==> config.mk <==
export PLATFORM = sky130hd
export DESIGN_NAME = aer_uncorrectable_error_regs
export DESIGN_NICKNAME = d
export VERILOG_FILES = /design/src/design/aer_uncorr_pkg.sv /design/src/design/uncorr_flag_cell.sv /design/src/design/cfg_answer_reg.sv /design/src/design/aer_uncorrectable_error_regs.sv
export SDC_FILE = /design/constraint.sdc
export NUM_CORES = 1
export LEC_CHECK = 0
export BUFFER_PORTS_ARGS = -buffer_cell sky130_fd_sc_hd__buf_2
export CORE_MARGIN = 2
export CORE_UTILIZATION = 30
export CTS_CLUSTER_DIAMETER = 150
export CTS_CLUSTER_SIZE = 10
export DETAILED_ROUTE_END_ITERATION = 16
export SKIP_CTS_REPAIR_TIMING = 1
export SLEW_MARGIN = 20
export SYNTH_ARGS = -nofsm -noshare
export SYNTH_HDL_FRONTEND = slang
export SYNTH_HIERARCHICAL = 1
export SYNTH_SLANG_ARGS = --single-unit
==> constraint.sdc <==
create_clock -name clock_i -period 2.29 [get_ports clock_i]
set_input_delay 0.229 -clock clock_i [delete_from_list [all_inputs] [get_ports clock_i]]
set_output_delay 0.229 -clock clock_i [all_outputs]
set_load 0.05 [all_outputs]
==> src/design/aer_uncorr_pkg.sv <==
// Constants and carrier types for the uncorrectable error register bank
package aer_uncorr_pkg;

   // Register offsets as seen in configuration space
   localparam logic [11:0] NEXT_CAP_VERSION_OFFSET = 12'h102;
   localparam logic [11:0] FLAGS_OFFSET = 12'h104;
   localparam logic [11:0] SUPPRESS_OFFSET = 12'h108;

   // Next-capability/version word fields
   localparam logic [11:0] NEXT_CAP_POINTER = 12'h000;
   localparam logic [3:0] CAP_VERSION = 4'h1;

   // Reset values
   localparam logic [31:0] FLAGS_RESET = 32'h0000_0000;
   localparam logic [31:0] SUPPRESS_RESET = 32'h0000_0000;
   localparam logic [31:0] READ_NONE = 32'h0000_0000;

   // Implemented bits: 20..12, 5 and 4; the rest read as zero
   localparam logic [31:0] IMPLEMENTED_BITS = 32'h001F_F030;

   // Bit positions of the error flags
   localparam int UNSUPPORTED_REQUEST_BIT = 20;
   localparam int END_TO_END_CRC_BIT = 19;
   localparam int MALFORMED_PACKET_BIT = 18;
   localparam int FLOW_CONTROL_OVERFLOW_BIT = 17;
   localparam int UNEXPECTED_COMPLETION_BIT = 16;
   localparam int COMPLETER_ABORT_BIT = 15;
   localparam int COMPLETION_TIMEOUT_BIT = 14;
   localparam int FLOW_CONTROL_VIOLATION_BIT = 13;
   localparam int POISONED_PACKET_BIT = 12;
   localparam int SURPRISE_DOWN_BIT = 5;
   localparam int DATA_LINK_PROTOCOL_BIT = 4;

   // Data width and lane width
   localparam int DATA_WIDTH = 32;
   localparam int LANE_WIDTH = 8;
   localparam int LANE_COUNT = 4;

   // One-cycle detection pulses from the port's error detectors
   typedef struct packed {
      logic unsupported_request;
      logic end_to_end_crc;
      logic malformed_packet;
      logic flow_control_overflow;
      logic unexpected_completion;
      logic completer_abort;
      logic completion_timeout;
      logic flow_control_violation;
      logic poisoned_packet;
      logic surprise_down;
      logic data_link_protocol;
   } error_events_type;

   // Configuration access request
   typedef struct packed {
      logic valid;
      logic write;
      logic [11:0] address;
      logic [3:0] byte_enable;
      logic [31:0] write_data;
   } cfg_request_type;

   // Configuration access response
   typedef struct packed {
      logic ack;
      logic [31:0] read_data;
   } cfg_response_type;

endpackage : aer_uncorr_pkg

==> src/design/uncorr_flag_cell.sv <==
// One status flag with its suppress bit and report pulse
`timescale 1ns/1ps
`default_nettype none

module uncorr_flag_cell (
   // Clock and reset
   input wire logic clock_i,
   input wire logic rst_i,
   // Detection and software access
   input wire logic event_i,
   input wire logic clear_i,
   input wire logic suppress_write_i,
   input wire logic suppress_value_i,
   // State
   output logic flag_o,
   output logic suppress_o,
   output logic report_o
);

   logic flag_q;
   logic suppress_q;
   logic report_q;

   // Flag: set beats clear, zero writes do nothing
   always_ff @(posedge clock_i) begin
      if (rst_i) begin
         flag_q <= 1'b0;
      end else begin
         flag_q <= (flag_q & ~clear_i) | event_i;
      end
   end

   // Suppress bit
   always_ff @(posedge clock_i) begin
      if (rst_i) begin
         suppress_q <= 1'b0;
      end else if (suppress_write_i) begin
         suppress_q <= suppress_value_i;
      end
   end

   // Report only unsuppressed events
   always_ff @(posedge clock_i) begin
      if (rst_i) begin
         report_q <= 1'b0;
      end else begin
         report_q <= event_i & ~suppress_q;
      end
   end

   assign flag_o = flag_q;
   assign suppress_o = suppress_q;
   assign report_o = report_q;

endmodule : uncorr_flag_cell

`default_nettype wire

==> src/design/cfg_answer_reg.sv <==
// Registered answer stage for configuration accesses
`timescale 1ns/1ps
`default_nettype none

module cfg_answer_reg (
   // Clock and reset
   input wire logic clock_i,
   input wire logic rst_i,
   // Selected answer
   input wire logic take_i,
   input wire logic [31:0] data_i,
   // Registered response
   output aer_uncorr_pkg::cfg_response_type response_o
);

   aer_uncorr_pkg::cfg_response_type response_q;

   // One ack per request, data held until the next request
   always_ff @(posedge clock_i) begin
      if (rst_i) begin
         response_q.ack <= 1'b0;
         response_q.read_data <= aer_uncorr_pkg::READ_NONE;
      end else begin
         response_q.ack <= take_i;
         if (take_i) begin
            response_q.read_data <= data_i;
         end
      end
   end

   assign response_o = response_q;

endmodule : cfg_answer_reg

`default_nettype wire

==> src/design/aer_uncorrectable_error_regs.sv <==
// Uncorrectable error status, suppress and version registers
`timescale 1ns/1ps
`default_nettype none

// Functional notes
// - Next-capability pointer reads zero: chain ends
// - Capability version 1h in low nibble
// - Flags clear only on written ones
// - Reserved ranges read as zero
// - Bit zero is read-only, undefined
// - Bit 20 sets on unsupported request
// - Bit 19 sets on end-to-end CRC error
// - Bit 18 sets on malformed packet
// - Bit 17 sets on credit overflow
// - Bit 16 sets on unexpected completion
// - Bit 15 sets on completer abort
// - Bit 14 sets on completion timeout
// - Bit 13 sets on flow-control violation
// - Bit 12 sets on poisoned outgoing packet
// - Bit 5 sets on surprise link down
// - Bit 4 sets on data-link protocol error
// - Suppressed errors set flags, never reported
// - Suppress bits read/write, same positions
// - Status and suppress reset to zero
module aer_uncorrectable_error_regs (
   // Clock and reset
   input wire logic clock_i,
   input wire logic rst_i,
   // Configuration access
   input wire aer_uncorr_pkg::cfg_request_type cfg_request_i,
   output aer_uncorr_pkg::cfg_response_type cfg_response_o,
   // Error detection pulses
   input wire aer_uncorr_pkg::error_events_type error_events_i,
   // Upstream report request
   output logic report_request_o,
   output logic [31:0] report_bits_o
);

   logic [31:0] event_vector;
   logic [31:0] flags;
   logic [31:0] suppress;
   logic [31:0] report_vector;
   logic [31:0] lane_enable;
   logic flags_write;
   logic suppress_write;
   logic [31:0] read_data;
   logic report_request_q;
   logic [31:0] report_bits_q;

   // Map detection pulses onto status bit positions
   always_comb begin
      event_vector = aer_uncorr_pkg::FLAGS_RESET;
      event_vector[aer_uncorr_pkg::UNSUPPORTED_REQUEST_BIT] =
         error_events_i.unsupported_request;
      event_vector[aer_uncorr_pkg::END_TO_END_CRC_BIT] =
         error_events_i.end_to_end_crc;
      event_vector[aer_uncorr_pkg::MALFORMED_PACKET_BIT] =
         error_events_i.malformed_packet;
      event_vector[aer_uncorr_pkg::FLOW_CONTROL_OVERFLOW_BIT] =
         error_events_i.flow_control_overflow;
      event_vector[aer_uncorr_pkg::UNEXPECTED_COMPLETION_BIT] =
         error_events_i.unexpected_completion;
      event_vector[aer_uncorr_pkg::COMPLETER_ABORT_BIT] =
         error_events_i.completer_abort;
      event_vector[aer_uncorr_pkg::COMPLETION_TIMEOUT_BIT] =
         error_events_i.completion_timeout;
      event_vector[aer_uncorr_pkg::FLOW_CONTROL_VIOLATION_BIT] =
         error_events_i.flow_control_violation;
      event_vector[aer_uncorr_pkg::POISONED_PACKET_BIT] =
         error_events_i.poisoned_packet;
      event_vector[aer_uncorr_pkg::SURPRISE_DOWN_BIT] =
         error_events_i.surprise_down;
      event_vector[aer_uncorr_pkg::DATA_LINK_PROTOCOL_BIT] =
         error_events_i.data_link_protocol;
   end

   // Write decode
   assign flags_write = cfg_request_i.valid & cfg_request_i.write &
      (cfg_request_i.address == aer_uncorr_pkg::FLAGS_OFFSET);
   assign suppress_write = cfg_request_i.valid & cfg_request_i.write &
      (cfg_request_i.address == aer_uncorr_pkg::SUPPRESS_OFFSET);

   // Per-bit cells; unimplemented bits stay zero
   genvar bit_index;
   generate
      for (bit_index = 0; bit_index < aer_uncorr_pkg::DATA_WIDTH; bit_index++) begin : g_bit
         assign lane_enable[bit_index] =
            cfg_request_i.byte_enable[bit_index / aer_uncorr_pkg::LANE_WIDTH];
         if (aer_uncorr_pkg::IMPLEMENTED_BITS[bit_index]) begin : g_cell
            uncorr_flag_cell u_cell (
               .clock_i(clock_i),
               .rst_i(rst_i),
               .event_i(event_vector[bit_index]),
               .clear_i(flags_write & lane_enable[bit_index] &
                  cfg_request_i.write_data[bit_index]),
               .suppress_write_i(suppress_write & lane_enable[bit_index]),
               .suppress_value_i(cfg_request_i.write_data[bit_index]),
               .flag_o(flags[bit_index]),
               .suppress_o(suppress[bit_index]),
               .report_o(report_vector[bit_index])
            );
         end else begin : g_reserved
            assign flags[bit_index] = 1'b0;
            assign suppress[bit_index] = 1'b0;
            assign report_vector[bit_index] = 1'b0;
         end
      end
   endgenerate

   // Read mux
   always_comb begin
      read_data = aer_uncorr_pkg::READ_NONE;
      unique case (cfg_request_i.address)
         aer_uncorr_pkg::NEXT_CAP_VERSION_OFFSET: begin
            read_data = 32'({aer_uncorr_pkg::NEXT_CAP_POINTER,
               aer_uncorr_pkg::CAP_VERSION});
         end
         aer_uncorr_pkg::FLAGS_OFFSET: begin
            read_data = flags & aer_uncorr_pkg::IMPLEMENTED_BITS;
         end
         aer_uncorr_pkg::SUPPRESS_OFFSET: begin
            read_data = suppress & aer_uncorr_pkg::IMPLEMENTED_BITS;
         end
         default: begin
            read_data = aer_uncorr_pkg::READ_NONE;
         end
      endcase
   end

   // Registered response
   cfg_answer_reg answer (
      .clock_i(clock_i),
      .rst_i(rst_i),
      .take_i(cfg_request_i.valid),
      .data_i(read_data),
      .response_o(cfg_response_o)
   );

   // Upstream report request, one pulse per unsuppressed event cycle
   always_ff @(posedge clock_i) begin
      if (rst_i) begin
         report_request_q <= 1'b0;
         report_bits_q <= aer_uncorr_pkg::FLAGS_RESET;
      end else begin
         report_request_q <= |report_vector;
         report_bits_q <= report_vector;
      end
   end

   assign report_request_o = report_request_q;
   assign report_bits_o = report_bits_q;

endmodule : aer_uncorrectable_error_regs

`default_nettype wire

==> Yosys cells after proc, flatten, opt, wreduce, memory -nomap -nowiden <==
Cells that the tools add are included.
{ "totals": {"ff_bits": 99, "in_bits": 63, "output_inout_bits": 66, "elab_cells": 118} }
{ "op_classes": {"n_eq_ne": 3, "n_mux": 1, "bitwise": 75, "n_reduce_logical": 1} }
{ "op_table": {"columns": ["operator", "n"], "rows": [
  ["21-bit one-hot mux with 3 select lines", 1],
  ["1-bit AND", 42],
  ["12-bit by 9-bit equality test with 1-bit output, second input constant", 3],
  ["1-bit inverter", 22],
  ["1-bit bitwise OR", 11],
  ["11-bit OR reduction", 1]
]} }

==> Longest topological paths before layout <==
{ "logic_depth": {"ltp_word": 7, "depth_mapped": 6, "ltp_nobuf": 5} }

==> Hierarchy <==
Netlist, hierarchy kept.
{ "modules_own_cells": {"columns": ["mod", "instances", "cells_per_inst", "area_per_inst_um2", "seq_area_each_um2"], "rows": [
  ["cfg_answer_reg", 1, 106, 1202.4, 660.6],
  ["uncorr_flag_cell", 11, 9, 97.6, 60.1],
  ["aer_uncorrectable_error_regs", 1, 115, 883.3, 240.2]
]} }

==> Least setup slack after synthesis <==
OpenSTA, ideal clock, no wires.
{ "synth_path": {"kind": "input to register", "start": "input cfg_request_i[43] in the netlist's numbering", "end": "register g_bit[16].g_cell.u_cell.suppress_q", "setup_time_ns": 0.114, "arrival_time_ns": 1.716, "required_ns": 2.176, "path_slack_ns": 0.460, "cell_stages": 5, "path_buffers": 0, "cell_sequence": "or4b_4 > nor4b_1 > and3_1 > mux2i_1 > nor2_1"} }
{ "synth_between": {"elab_chain_len": 3} }
{ "synth_rtl": {"columns": ["item", "line_no", "text"], "rows": [
  ["start, declared", "aer_uncorrectable_error_regs.sv:30", "input wire aer_uncorr_pkg::cfg_request_type cfg_request_i,"],
  ["12-bit by 9-bit equality test with 1-bit output", "aer_uncorrectable_error_regs.sv:81", "(cfg_request_i.address == aer_uncorr_pkg::SUPPRESS_OFFSET);"],
  ["1-bit AND", "aer_uncorrectable_error_regs.sv:80", "assign suppress_write = cfg_request_i.valid & cfg_request_i.write &"],
  ["1-bit AND", "aer_uncorrectable_error_regs.sv:96", ".suppress_write_i(suppress_write & lane_enable[bit_index]),"],
  ["end signal, assigned", "uncorr_flag_cell.sv:38", "suppress_q <= suppress_value_i;"],
  ["end, declared", "uncorr_flag_cell.sv:21", "logic suppress_q;"]
]} }
Every way passes these cells.
A chain may end at the register's enable or synchronous reset.

==> Worst setup path in the final report <==
{ "layout_path": {"start": "input cfg_request_i[43] in the netlist's numbering", "end": "register g_bit[19].g_cell.u_cell.suppress_q"} }
{ "layout_between": {"elab_chain_len": 3} }
{ "layout_rtl": {"columns": ["item", "line_no"], "rows": [
  ["12-bit by 9-bit equality test with 1-bit output", "aer_uncorrectable_error_regs.sv:81"],
  ["1-bit AND", "aer_uncorrectable_error_regs.sv:80"],
  ["1-bit AND", "aer_uncorrectable_error_regs.sv:96"],
  ["end signal, assigned", "uncorr_flag_cell.sv:38"],
  ["end, declared", "uncorr_flag_cell.sv:21"]
]} }
Every way passes these cells.

==> metrics <==
Hold WC Path Type in -> reg; vias in the first global route 2,345; critical path arrival between 2 and 2.5 ns; CTS Buf Count 9; max incr delay on CP about 0.54 ns; multi-input logic area 0.00142 mm^2; H-tree depth 3; core area 0.0103 mm^2; Initial Utilization between 30% and 40%; Critical-path top delay cell or4b_4; fill cell count around 1,100; clock slew at reported path FFs 0.08 ns; max_cap viols 0; reg2reg end answer/response_o[5]; worst path required time between 2 and 3 ns; TritonCTS clock tree yes; Critical path buffers and inverters 2; Detailed Route WL 6880 um; diodes inserted 0; Die Area roughly 0.011 mm^2; WP depth 7; FMAX about 0.55 GHz; cell taking the most area after synthesis dfxtp_1; most frequent cells in the layout buf_2, dfxtp_1, nor2_1, mux2i_1, conb_1; Yosys Warn Count 6; Cell Area, Synth roughly 0.0032 mm^2; r2r startpoint g_bit[5].g_cell.u_cell/suppress_o; Setup crit start cfg_request_i[43]; DRC Markers 0; Slew Viols, Final 0; mean area per synthesized cell roughly 10 um^2; Worst Reg-to-Reg Cells 4; Gate Count Post-Synth 320; Worst path top cell family by delay simple AND/OR/NAND/NOR gates; Pre-antenna DRT Iters 4; Critical Path Fanout Max 5; IO Port Bufs 85; global-route wire length before repair 11,100 um; share of layout cells above drive strength 1 28.7%; clk sinks 78; vias between 2,000 and 2,500; setup_tns 0 ns; routed len/inst 12.1 um; final hold violations 0; Worst Setup Start Kind input port; clock root buffer clkbuf_8; area grow syn2layout 22.2%; Setup crit end g_bit[19].g_cell.u_cell/suppress_o; flops & latches, synth a little under 80; overall power 2.76 mW; post-route ant nets 0; DR vias/cell between 4 and 5; reg-to-reg setup timing slack 1.36 ns; Netlist cell types 27; worst path cell trace buf_2 > or4b_4 > nor4b_1 > buf_4 > and3_1 > mux2i_1 > nor2_1; initial antenna violation count 0; Max VDD drop 0.253 mV; post-synth top area share 49.4%; RSZ-0062 raised after global routing no; Cell Rows 37; most common cell after layout, fill and taps aside buf_2; placed cell area 0.00368 mm^2; Least-Margin Pin Slew 0.589 ns; fin util 37.6%; Nets 490; P_leak 1.78 nW; Final setup viols 0; Longest Clk Path Bufs 2; critical path class in -> reg; GRT Overall Usage roughly an eighth; min Tclk post-route 1.81 ns; Synth area leaders dfxtp_1, mux2i_1, nor2_1; die height 107 um; total gr overflow 0; pin count of the biggest net entering global routing 50; design area 0.00386 mm^2; CP endpoint kind flop; status complete, no violations; latest clock arrival within the worst-skew pair between 0.3 and 0.4 ns; PwrDens 715 mW/mm^2; Die X 107 um; register area share after synthesis 49.4%; Final period util roughly four fifths; Slew HR between 60 and 70%; I/O pins between 100 and 150; 1st-iter DRT viols 63; Register Area 0.00156 mm^2; DP HPWL 5150 um; placer congestion estimate between 0.7 and 0.8; Fin Clk Skew 0.00859 ns
registers in the layout, indices dropped and copies added (netlist names):
name and cells:
report_bits_o 11, g_bit.g_cell.u_cell/report_o 11, report_request_o 1, g_bit.g_cell.u_cell/suppress_o 11, g_bit.g_cell.u_cell/flag_o 11, answer/response_o 33
cell type report:
class                           instances  area share (%)
Sequential cell                        78            40.5
Multi-Input combinational cell        235            36.8
Clock buffer                           10            3.31
Clock inverter                          6            1.23
Tap cell                              136            4.41
Inverter                               11            1.07
Timing Repair Buffer                   92            12.7
layer usage:
metal	vias to the layer above	routed length, um	global-route usage (%)
met5	-	0	0
met4	0	135	7.51
met3	12	359	1.95
met2	78	3210	20.3
met1	1110	3180	15.7
li1	1228	-	-
how the worst min path moves through the flow:
stage / startpoint / endpoint / slack, ns / cells after the start
2_1_floorplan: rst_i / g_bit[12].g_cell.u_cell/flag_o / 0.29 / 1
3_3_place_gp: g_bit[5].g_cell.u_cell/suppress_o / g_bit[5].g_cell.u_cell/report_o / 0.44 / 1
3_5_place_dp: g_bit[5].g_cell.u_cell/suppress_o / g_bit[5].g_cell.u_cell/report_o / 0.44 / 1
4_1_cts: cfg_request_i[15] / g_bit[15].g_cell.u_cell/suppress_o / 0.11 / 3
5_1_grt: error_events_i[2] / g_bit[12].g_cell.u_cell/flag_o / 0.13 / 3
6_report: cfg_request_i[15] / g_bit[15].g_cell.u_cell/suppress_o / 0.13 / 3
synth_stat cells, drive strengths merged:
library cell and number:
mux2i 43, nand3 1, or4b 2, nand2 11, clkbuf 6, nor2 54
nor2b 14, a22oi 11, inv 11, nor3b 1, nand2b 11, or3b 1
nor4bb 1, buf 30, nor3 12, a21oi 11, nor4b 1, and3 4
dfxtp 78, or2 1, a31oi 1, nor4 14, conb 1
tightest hold or removal path, cell delays in order:
cell     delay, ns
buf_2         0.09
mux2i_1       0.06
nor2_1        0.07
through the flow:
step | hold slack (ns) | std cells | setup WS [ns]
3_5_place_dp | 0.440 | 552 | 0.115
2_1_floorplan | 0.291 | 360 | 0.460
3_3_place_gp | 0.444 | 552 | 0.153
6_report | 0.126 | 568 | 0.484
4_1_cts | 0.106 | 568 | 0.490
5_1_grt | 0.130 | 568 | 0.436
where the power goes:
part	internal, mW	switching [mW]
clock network	0.399	0.514
registers	1.41	0.0228
logic	0.108	0.306
total	1.92	0.843
cell families (layout without fill, tap and decap cells):
| group | Yosys count | count (layout) | share of synthesized area, % |
|---|---|---|---|
| AND/OR/NAND/NOR | 128 | 128 | 20.6 |
| buffers and inverters | 47 | 119 | 10.3 |
| multiplexers | 43 | 43 | 13.6 |
| flip-flops | 78 | 78 | 49.4 |
| AO/OA/AOI/OAI | 23 | 23 | 5.86 |
| other | 1 | 41 | 0.119 |
Note: power is estimated with default switching activity, not from simulation.
